$ cat config.mk
export PLATFORM = sky130hd
export DESIGN_NAME = config_status_register
export DESIGN_NICKNAME = d
export VERILOG_FILES = /design/src/shared/config_status_pkg.sv /design/src/verilog/config_status_register.sv
export VERILOG_INCLUDE_DIRS = /design/src /design/src/shared
export SDC_FILE = /design/constraint.sdc
export NUM_CORES = 1
export LEC_CHECK = 0
export BUFFER_PORTS_ARGS = -buffer_cell sky130_fd_sc_hd__buf_2
export CORE_UTILIZATION = 25
export DETAILED_ROUTE_END_ITERATION = 10
export HOLD_SLACK_MARGIN = 0.08
export PLACE_DENSITY_LB_ADDON = 0.12
export SLEW_MARGIN = 30
export SYNTH_ARGS = -nofsm -noshare
export SYNTH_HDL_FRONTEND = slang
export SYNTH_SLANG_ARGS = --single-unit
$ cat constraint.sdc
create_clock -name sys_clk -period 3.5 [get_ports sys_clk]
set_clock_uncertainty 0.05 [all_clocks]
set_input_delay 0.35 -clock sys_clk [delete_from_list [all_inputs] [get_ports sys_clk]]
set_output_delay 0.35 -clock sys_clk [all_outputs]
set_load 0.01 [all_outputs]
$ cat src/shared/config_status_defines.svh
// Constants for the read-only configuration status word.
// Assumes the includer uses them at the widths given here.
//
// Summary of operation
// - Status word readable via parallel port and JTAG
// - Bits 26:25 report internal bus width
// - Parallel modes show x8 until detection
// - Access port width shown after configuration done
// - Public-key authentication forces x32 width
// - Bits 20:18 give start-up phase in Gray
// - Bit 15 flags data write without ID check
// - Bit 14 shows completion pin level
// - Bit 13 zero while device drives completion low
// - Bit 12 shows initialization pin level
// - Bit 11 set once initialization finished
// - Bits 10:8 show synchronised live mode pin levels
// - Bit 6 shows global write enable
// - Bit 5 zero while I/Os forced high-Z
// - Bit 4 set after end of start-up
// - Bit 3 ANDs bank matches, unused banks one
// - Bit 2 ANDs clock locks, unused ones one
// - Bit 1 shows decryptor security set
`ifndef CONFIG_STATUS_DEFINES_SVH
`define CONFIG_STATUS_DEFINES_SVH

`define CSR_ADDR_W       5
`define CSR_STATUS_ADDR  5'h07
`define CSR_WORD_RESET   32'h0000_0000
`define CSR_NUM_PORTS    2
`define CSR_NUM_BANKS    8
`define CSR_NUM_CLKMGR   4

// Mode pin codes of the byte-wide parallel modes
`define CSR_MODE_PFLASH  3'h2
`define CSR_MODE_PHOST   3'h6

// Field positions
`define CSR_F_WIDTH_MSB  26
`define CSR_F_WIDTH_LSB  25
`define CSR_F_PHASE_MSB  20
`define CSR_F_PHASE_LSB  18
`define CSR_B_OVERTEMP   17
`define CSR_B_SECURITY   16
`define CSR_B_IDFAIL     15
`define CSR_B_DONE_PIN   14
`define CSR_B_DONE_REL   13
`define CSR_B_INIT_PIN   12
`define CSR_B_INIT_DONE  11
`define CSR_F_MODE_MSB   10
`define CSR_F_MODE_LSB   8
`define CSR_B_GHIGH      7
`define CSR_B_GWE        6
`define CSR_B_GTS        5
`define CSR_B_EOS        4
`define CSR_B_MATCH      3
`define CSR_B_LOCK       2
`define CSR_B_DECRYPT    1
`define CSR_B_CRC        0

`endif

$ cat src/shared/config_status_pkg.sv
// Types for the configuration status word block.
// Assumes config_status_defines.svh supplies the constants.
`include "config_status_defines.svh"
package config_status_pkg;

  // Internal configuration bus width codes, x1 through x32
  typedef enum logic [1:0] {
    BUS_X1,
    BUS_X8,
    BUS_X16,
    BUS_X32
  } busWidth_t;

  // One register access from a host port
  typedef struct packed {
    logic                   valid;
    logic                   write;
    logic [`CSR_ADDR_W-1:0] addr;
  } cfgReq_t;

  // Read answer to a host port
  typedef struct packed {
    logic        valid;
    logic [31:0] data;
  } cfgRsp_t;

endpackage : config_status_pkg

$ cat src/verilog/config_status_register.sv
// Read-only configuration status word with two host read ports.
// Assumes all internal status inputs come from logic on sys_clk;
// the completion, initialization and mode pins are asynchronous.
`timescale 1ns/1ps
`include "config_status_defines.svh"

module config_status_register (
  // Clock and reset
  input  wire logic                       sys_clk,
  input  wire logic                       rst,
  // Host ports: index 0 parallel port, index 1 JTAG
  input  config_status_pkg::cfgReq_t      portReq [`CSR_NUM_PORTS],
  output config_status_pkg::cfgRsp_t      portRsp [`CSR_NUM_PORTS],
  // External pins
  input  wire logic                       donePin,
  input  wire logic                       initPin,
  input  wire logic [2:0]                 modePins,
  // Bus width sources
  input  wire logic                       modeSampled,
  input  wire logic                       widthDetectDone,
  input  config_status_pkg::busWidth_t    detectedWidth,
  input  wire logic                       configDone,
  input  wire logic                       accessPortEn,
  input  config_status_pkg::busWidth_t    accessPortWidth,
  input  wire logic                       pkAuthActive,
  // Start-up sequencer
  input  wire logic [2:0]                 startupPhase,
  input  wire logic                       startupFinished,
  input  wire logic                       globalHighState,
  input  wire logic                       globalWriteEnState,
  input  wire logic                       globalTristateState,
  // Error events and clear
  input  wire logic                       frameDataWrite,
  input  wire logic                       idCheckPassed,
  input  wire logic                       crcErrorEvent,
  input  wire logic                       securityEvent,
  input  wire logic                       errorClear,
  // Other internal state
  input  wire logic                       doneDriveLow,
  input  wire logic                       initFinished,
  input  wire logic                       overTemp,
  input  wire logic                       decryptorSet,
  input  wire logic [`CSR_NUM_BANKS-1:0]  bankMatch,
  input  wire logic [`CSR_NUM_BANKS-1:0]  bankUsed,
  input  wire logic [`CSR_NUM_CLKMGR-1:0] clkLock,
  input  wire logic [`CSR_NUM_CLKMGR-1:0] clkUsed
);
  import config_status_pkg::*;

  // Binary phase count to its Gray code
  function automatic logic [2:0] toGray(input logic [2:0] bin);
    toGray = bin ^ {1'b0, bin[2:1]};
  endfunction : toGray

  // Address decode shared by both host ports
  function automatic logic hitsStatus(input logic [`CSR_ADDR_W-1:0] a);
    hitsStatus = (a == `CSR_STATUS_ADDR);
  endfunction : hitsStatus

  // Pin synchronisers; first stage feeds only the second
  logic [4:0] pinMeta_r;
  logic [4:0] pinSync_r;
  always_ff @(posedge sys_clk or posedge rst) begin
    if (rst) begin
      pinMeta_r <= 5'h00;
      pinSync_r <= 5'h00;
    end else begin
      pinMeta_r <= {modePins, initPin, donePin};
      pinSync_r <= pinMeta_r;
    end
  end

  logic       donePinSync;
  logic       initPinSync;
  logic [2:0] modeSync;
  assign donePinSync = pinSync_r[0];
  assign initPinSync = pinSync_r[1];
  assign modeSync    = pinSync_r[4:2];

  // Mode pins caught at sampling time decide the parallel default
  logic [2:0] modeLatched_r;
  logic       modeValid_r;
  always_ff @(posedge sys_clk or posedge rst) begin
    if (rst) begin
      modeLatched_r <= 3'h0;
      modeValid_r   <= 1'b0;
    end else if (modeSampled) begin
      modeLatched_r <= modeSync;
      modeValid_r   <= 1'b1;
    end
  end

  logic parallelMode;
  assign parallelMode = modeValid_r &&
                        (modeLatched_r == `CSR_MODE_PFLASH ||
                         modeLatched_r == `CSR_MODE_PHOST);

  // Width field; authentication overrides everything else
  busWidth_t widthNxt;
  always_comb begin
    if (pkAuthActive) begin
      widthNxt = BUS_X32;
    end else if (accessPortEn && configDone) begin
      widthNxt = accessPortWidth;
    end else if (widthDetectDone) begin
      widthNxt = detectedWidth;
    end else if (parallelMode) begin
      widthNxt = BUS_X8;
    end else begin
      widthNxt = BUS_X1;
    end
  end

  busWidth_t width_r;
  always_ff @(posedge sys_clk or posedge rst) begin
    if (rst) begin
      width_r <= BUS_X1;
    end else begin
      width_r <= widthNxt;
    end
  end

  // Sticky error flags; a new event beats a simultaneous clear
  logic idFail_r;
  logic crcErr_r;
  logic secErr_r;
  logic idFailEvent;
  assign idFailEvent = frameDataWrite && !idCheckPassed;
  always_ff @(posedge sys_clk or posedge rst) begin
    if (rst) begin
      idFail_r <= 1'b0;
      crcErr_r <= 1'b0;
      secErr_r <= 1'b0;
    end else begin
      idFail_r <= idFailEvent   || (idFail_r && !errorClear);
      crcErr_r <= crcErrorEvent || (crcErr_r && !errorClear);
      secErr_r <= securityEvent || (secErr_r && !errorClear);
    end
  end

  // Unused banks and clock managers count as matched or locked
  logic [`CSR_NUM_BANKS-1:0]  bankOk;
  logic [`CSR_NUM_CLKMGR-1:0] clkOk;
  genvar gi;
  generate
    for (gi = 0; gi < `CSR_NUM_BANKS; gi++) begin : g_bank
      assign bankOk[gi] = bankMatch[gi] || !bankUsed[gi];
    end
    for (gi = 0; gi < `CSR_NUM_CLKMGR; gi++) begin : g_clk
      assign clkOk[gi] = clkLock[gi] || !clkUsed[gi];
    end
  endgenerate

  // Assemble the word; untouched positions stay zero
  logic [31:0] wordNxt;
  always_comb begin
    wordNxt = `CSR_WORD_RESET;
    wordNxt[`CSR_F_WIDTH_MSB:`CSR_F_WIDTH_LSB] = width_r;
    wordNxt[`CSR_F_PHASE_MSB:`CSR_F_PHASE_LSB] = toGray(startupPhase);
    wordNxt[`CSR_B_OVERTEMP] = overTemp;
    wordNxt[`CSR_B_SECURITY] = secErr_r;
    wordNxt[`CSR_B_IDFAIL]   = idFail_r;
    wordNxt[`CSR_B_DONE_PIN] = donePinSync;
    wordNxt[`CSR_B_DONE_REL] = !doneDriveLow;
    wordNxt[`CSR_B_INIT_PIN] = initPinSync;
    wordNxt[`CSR_B_INIT_DONE] = initFinished;
    wordNxt[`CSR_F_MODE_MSB:`CSR_F_MODE_LSB] = modeSync;
    wordNxt[`CSR_B_GHIGH]    = globalHighState;
    wordNxt[`CSR_B_GWE]      = globalWriteEnState;
    wordNxt[`CSR_B_GTS]      = globalTristateState;
    wordNxt[`CSR_B_EOS]      = startupFinished;
    wordNxt[`CSR_B_MATCH]    = &bankOk;
    wordNxt[`CSR_B_LOCK]     = &clkOk;
    wordNxt[`CSR_B_DECRYPT]  = decryptorSet;
    wordNxt[`CSR_B_CRC]      = crcErr_r;
  end

  // Registered snapshot; one cycle behind its sources
  logic [31:0] word_r;
  always_ff @(posedge sys_clk or posedge rst) begin
    if (rst) begin
      word_r <= `CSR_WORD_RESET;
    end else begin
      word_r <= wordNxt;
    end
  end

  // Each host port answers reads one cycle later; writes are dropped
  generate
    for (gi = 0; gi < `CSR_NUM_PORTS; gi++) begin : g_port
      cfgRsp_t rsp_r;
      always_ff @(posedge sys_clk or posedge rst) begin
        if (rst) begin
          rsp_r <= '0;
        end else begin
          rsp_r.valid <= portReq[gi].valid && !portReq[gi].write;
          rsp_r.data  <= (portReq[gi].valid && !portReq[gi].write &&
                          hitsStatus(portReq[gi].addr)) ?
                         word_r : 32'h0000_0000;
        end
      end
      assign portRsp[gi] = rsp_r;
    end
  endgenerate

endmodule : config_status_register

Word-level counts from Yosys, hierarchy flattened
Cells that the tools add are included.
{"block": "totals", "input_bits": 70, "out_inout_bits": 66, "regBits": 98}
{"block": "op_classes", "n_bitwise": 1, "n_mux": 6, "reduce_logical": 45, "n_eq_ne": 4}
{"op": "two-way mux 27 bit", "count": 2}
{"op": "zero test 1 bit", "count": 17}
{"op": "logical OR 1 bit", "count": 16}
{"op": "== test 5 x 3 -> 1 bit, second input constant", "count": 2}
{"op": "logical AND 1 bit", "count": 10}
{"op": "AND reduction 8 bit", "count": 1}
{"op": "two-way mux 2 bit", "count": 3}
{"op": "AND reduction 4 bit", "count": 1}
{"op": "== test 3 x 2 -> 1 bit, second input constant", "count": 1}
{"op": "== test 3 bit, second input constant", "count": 1}
{"op": "bitwise XOR 3 x 2 -> 3 bit", "count": 1}
{"op": "two-way mux 1 bit", "count": 1}

Logic depth before layout (Yosys ltp)
{"block": "depth", "word_depth": 7, "depth_mapped": 4, "mapped_depth_nobuf": 3}

Worst setup path after synthesis
Ideal clock, no wire load.
{"block": "synth_timing", "kind": "input -> register", "startpoint": "input portReq[3] in the netlist's numbering", "endpoint": "register g_port[1].rsp_r (netlist bit portRsp[0])", "setup_time_ns": 0.119, "cell_stages": 4, "t_required_ns": 3.331, "path_buffers": 1, "arrival_time_ns": 0.995, "setup_slack_ns": 2.336, "cell_sequence": "and4bb_1 -> and3_4 -> buf_4 -> and2_1"}
{"block": "synth_via", "elab_chain_len": 3}
{"element": "start, declared", "line_no": "config_status_register.sv:12", "text": "input config_status_pkg::cfgReq_t portReq [`CSR_NUM_PORTS],"}
{"element": "== test 5 x 3 -> 1 bit (no source line)"}
{"element": "logical AND 1 bit", "line_no": "config_status_register.sv:197", "text": "rsp_r.data <= (portReq[gi].valid && !portReq[gi].write &&"}
{"element": "two-way mux 27 bit", "line_no": "config_status_register.sv:198", "text": "hitsStatus(portReq[gi].addr)) ?"}
{"element": "end, declared", "line_no": "config_status_register.sv:191", "text": "cfgRsp_t rsp_r;"}
Every way passes these cells.
A chain may end at the register's enable or synchronous reset.

Worst setup path after layout
{"block": "layout_timing", "startpoint": "input portReq[10] in the netlist's numbering", "endpoint": "register g_port[0].rsp_r (netlist bit portRsp[58])"}
{"block": "layout_via", "elab_chain_len": 3}
{"element": "== test 5 x 3 -> 1 bit (no source line)"}
{"element": "logical AND 1 bit", "line_no": "config_status_register.sv:197"}
{"element": "two-way mux 27 bit", "line_no": "config_status_register.sv:198"}
{"element": "end, declared", "line_no": "config_status_register.sv:191"}
Every way passes these cells.

==> impl_metrics.tcl <==
set metrics [dict create \
    setup_violations 0 \
    final_cells 486 \
    period_share 0.359 \
    yosys-top-cells-count "dfrtp_1 (89), and2_1 (46), buf_4 (20)" \
    postLayoutCellArea_um2 4100 \
    avgRoutedWirePerCell_um 11.2 \
    rrSetupSlack_ns 2.35 \
    rows 39 \
    synth_area_leaders "dfrtp_1 (74%), and2_1 (9.6%), buf_4 (5.0%)" \
    relSlewSlack 0.547 \
    cts-buffers-inserted 9 \
    grt.total_usage 0.0947 \
    ir_worst_vdd_uv 167 \
    async_flop_share 1.00 \
    synth_area_leader_cell "dfrtp_1" \
    synthDistinctLibCells 26 \
    post-cts-setup-buffers 0 \
    cts_buffer_depth 2 \
    rsz0062_at_grt "no" \
    hold_viol_final 0 \
    routed_wl_mm 5.45 \
    antenna_left 0 \
    synth_compound_area_frac 0.0300 \
    synth_top_family_by_area "simple AND/OR/NAND/NOR gates" \
    power_leakage_uw 0.00227 \
    synth_top_area_frac 0.743 \
    port-buffer-count 117 \
    synth-adder-area-share 0 \
    synth_edf_count 0 \
    timing.setup.tns_ns 0 \
    critPathLaunch "portReq[10]" \
    arrival_ns 1.47 \
    grt_first_pass_wirelength_mm 8.85 \
    start_kind "primary input" \
    die_x_um 112 \
    timing.rr.start "modeLatched_r[0]$_DFFE_PP0P_" \
    cts_sinks 89 \
    worst-slew-pin-transition_ns 0.680 \
    postCtsHoldBufs 12 \
    numPlacedInstances 458 \
    muxShareOfSynthArea 0.00751 \
    antenna_cells 0 \
    cts_tree "built" \
    cap_violations 0 \
    fin_nets 409 \
    power_density_nw_per_um2 518 \
    dieArea_um2 12400 \
    synth_xor_xnor_area_share 0.00584 \
    start_util 0.259 \
    place_area_um2 3660 \
    max_freq_mhz 796 \
    clk_latency_ns 0.32 \
    postSynthAreaPerCell_um2 14.8 \
    outcome "complete, but fails checks" \
    dr.pass1.iters 7 \
    area_growth_pct 36.5 \
    vias 1813 \
    cts_resized 0 \
    period_needed_ns 1.26 \
    drive_gt1_frac 0.411 \
    critPathKind "primary input to flip-flop" \
    drc 6 \
    htree_levels 3 \
    synth_area_um2 3000 \
    yosys.area_share.simple 0.135 \
    synth_cells 202 \
    utilization 0.354 \
    end_kind "flip-flop" \
    path_clk_slew_ns 0.06 \
    viasPerCell 3.73 \
    fillCellCount 1150 \
    violations "design-rule violations" \
    synthFlopType "dfrtp_1" \
    yosys_warnings 0 \
    overflow 0 \
    pre_cts_ws_ns 1.70 \
    synth_seq_cells 89 \
    worstPathRequired_ns 3.71 \
    dp_hpwl_mm 3.69 \
    dr.first_iter.drc_count 55 \
    hp-class "primary input to async pin" \
    antenna_found_initial 0 \
    num_io_pins 136 \
    clockRootBuffer "clkbuf_16" \
    coreArea_um2 11600 \
    synthMostInstantiatedCell "dfrtp_1" \
    first_global_vias 1823 \
    die_y_um 112 \
    grt_max_degree 78 \
    report.final.slew_viol_count 0 \
    path_max_fanout 12 \
    fin_ws_ns 2.24 \
    ys_seq_area_frac 0.743 \
    place.gp.congestion 0.685 \
]
[report_power, final]
group          leakage (µW)  internal (µW)  switching, µW  total (µW)
Combinational      0.000983           54.1           56.1         110
Clock              0.000148            585            353         938
Sequential          0.00114           1060           10.7        1070
Total               0.00227           1700            420        2120
[worst paths after layout]
| kind | endpoint | cells after the start |
|---|---|---|
| worst min-delay path | pinMeta_r[0]$_DFF_PP0_ | 2 |
| worst max-delay path | portRsp[58]$_DFF_PP0_ | 5 |
| max in group asynchronous | portRsp[65]$_DFF_PP0_ | 3 |
| min in group sys_clk | word_r[20]$_DFF_PP0_ | 1 |
| worst min register to register | pinSync_r[3]$_DFF_PP0_ | 0 |
| worst max register to register | width_r[0]$_DFF_PP0_ | 3 |
[cell families (layout without fill, tap and decap cells)]
family / after synthesis / count (layout)
DFF: 89 / 89
muxes: 2 / 2
other: 1 / 18
buffers and inverters: 38 / 162
xor gates and xnor gates: 2 / 2
and+or+nand+nor: 58 / 58
AOI/OAI and AO/OA: 12 / 12
[layer usage]
| metal | global-route usage | routed length, µm | up-vias | share of wire |
|---|---|---|---|---|
| met1 | 0.109 | 2250 | 862 | 0.41 |
| met5 | 0 | 0 | - | 0 |
| li1 | - | - | 873 | - |
| met2 | 0.155 | 2740 | 69 | 0.50 |
| met3 | 0.0240 | 320 | 9 | 0.059 |
| met4 | 0.0676 | 132 | 0 | 0.024 |
[metrics by stage]
step | hold slack [ns] | total power (µW)
global placement | 0.285 | 1190
finish | 0.0766 | 2120
global route | 0.0914 | 2220
CTS | 0.0932 | 2160
detailed placement | 0.285 | 1190
floorplan | 0.281 | 1150
[layout make-up]
class / instances / area, µm² / area share
Clock inverter: 3 / 40.0 / 0.00978
Timing Repair Buffer: 131 / 724 / 0.177
Multi-Input combinational cell: 92 / 603 / 0.147
Inverter: 16 / 65.1 / 0.0159
Sequential cell: 89 / 2230 / 0.544
Tap cell: 143 / 179 / 0.0437
Clock buffer: 12 / 256 / 0.0626
[worst max-delay path, stage by stage]
cell	delay, ns
buf_2	0.10
nand4b_4	0.17
nor3b_4	0.49
buf_6	0.23
and2_1	0.13
[flip-flops by register name, indices dropped and copies added (netlist names)]
register       count
portRsp           48
word_r            23
pinMeta_r          5
pinSync_r          5
modeLatched_r      2
width_r            2
crcErr_r           1
idFail_r           1
modeValid_r        1
secErr_r           1
[layout by cell type (no fill, tap or decap), types with 5 or more instances in the layout]
cell           instances
and2_1                46
buf_2                117
clkbuf_16              9
conb_1                18
dfrtp_1               89
dlygate4sd3_1         12
inv_1                 15
o22ai_1                5
Note: power is estimated with default switching activity, not from simulation.
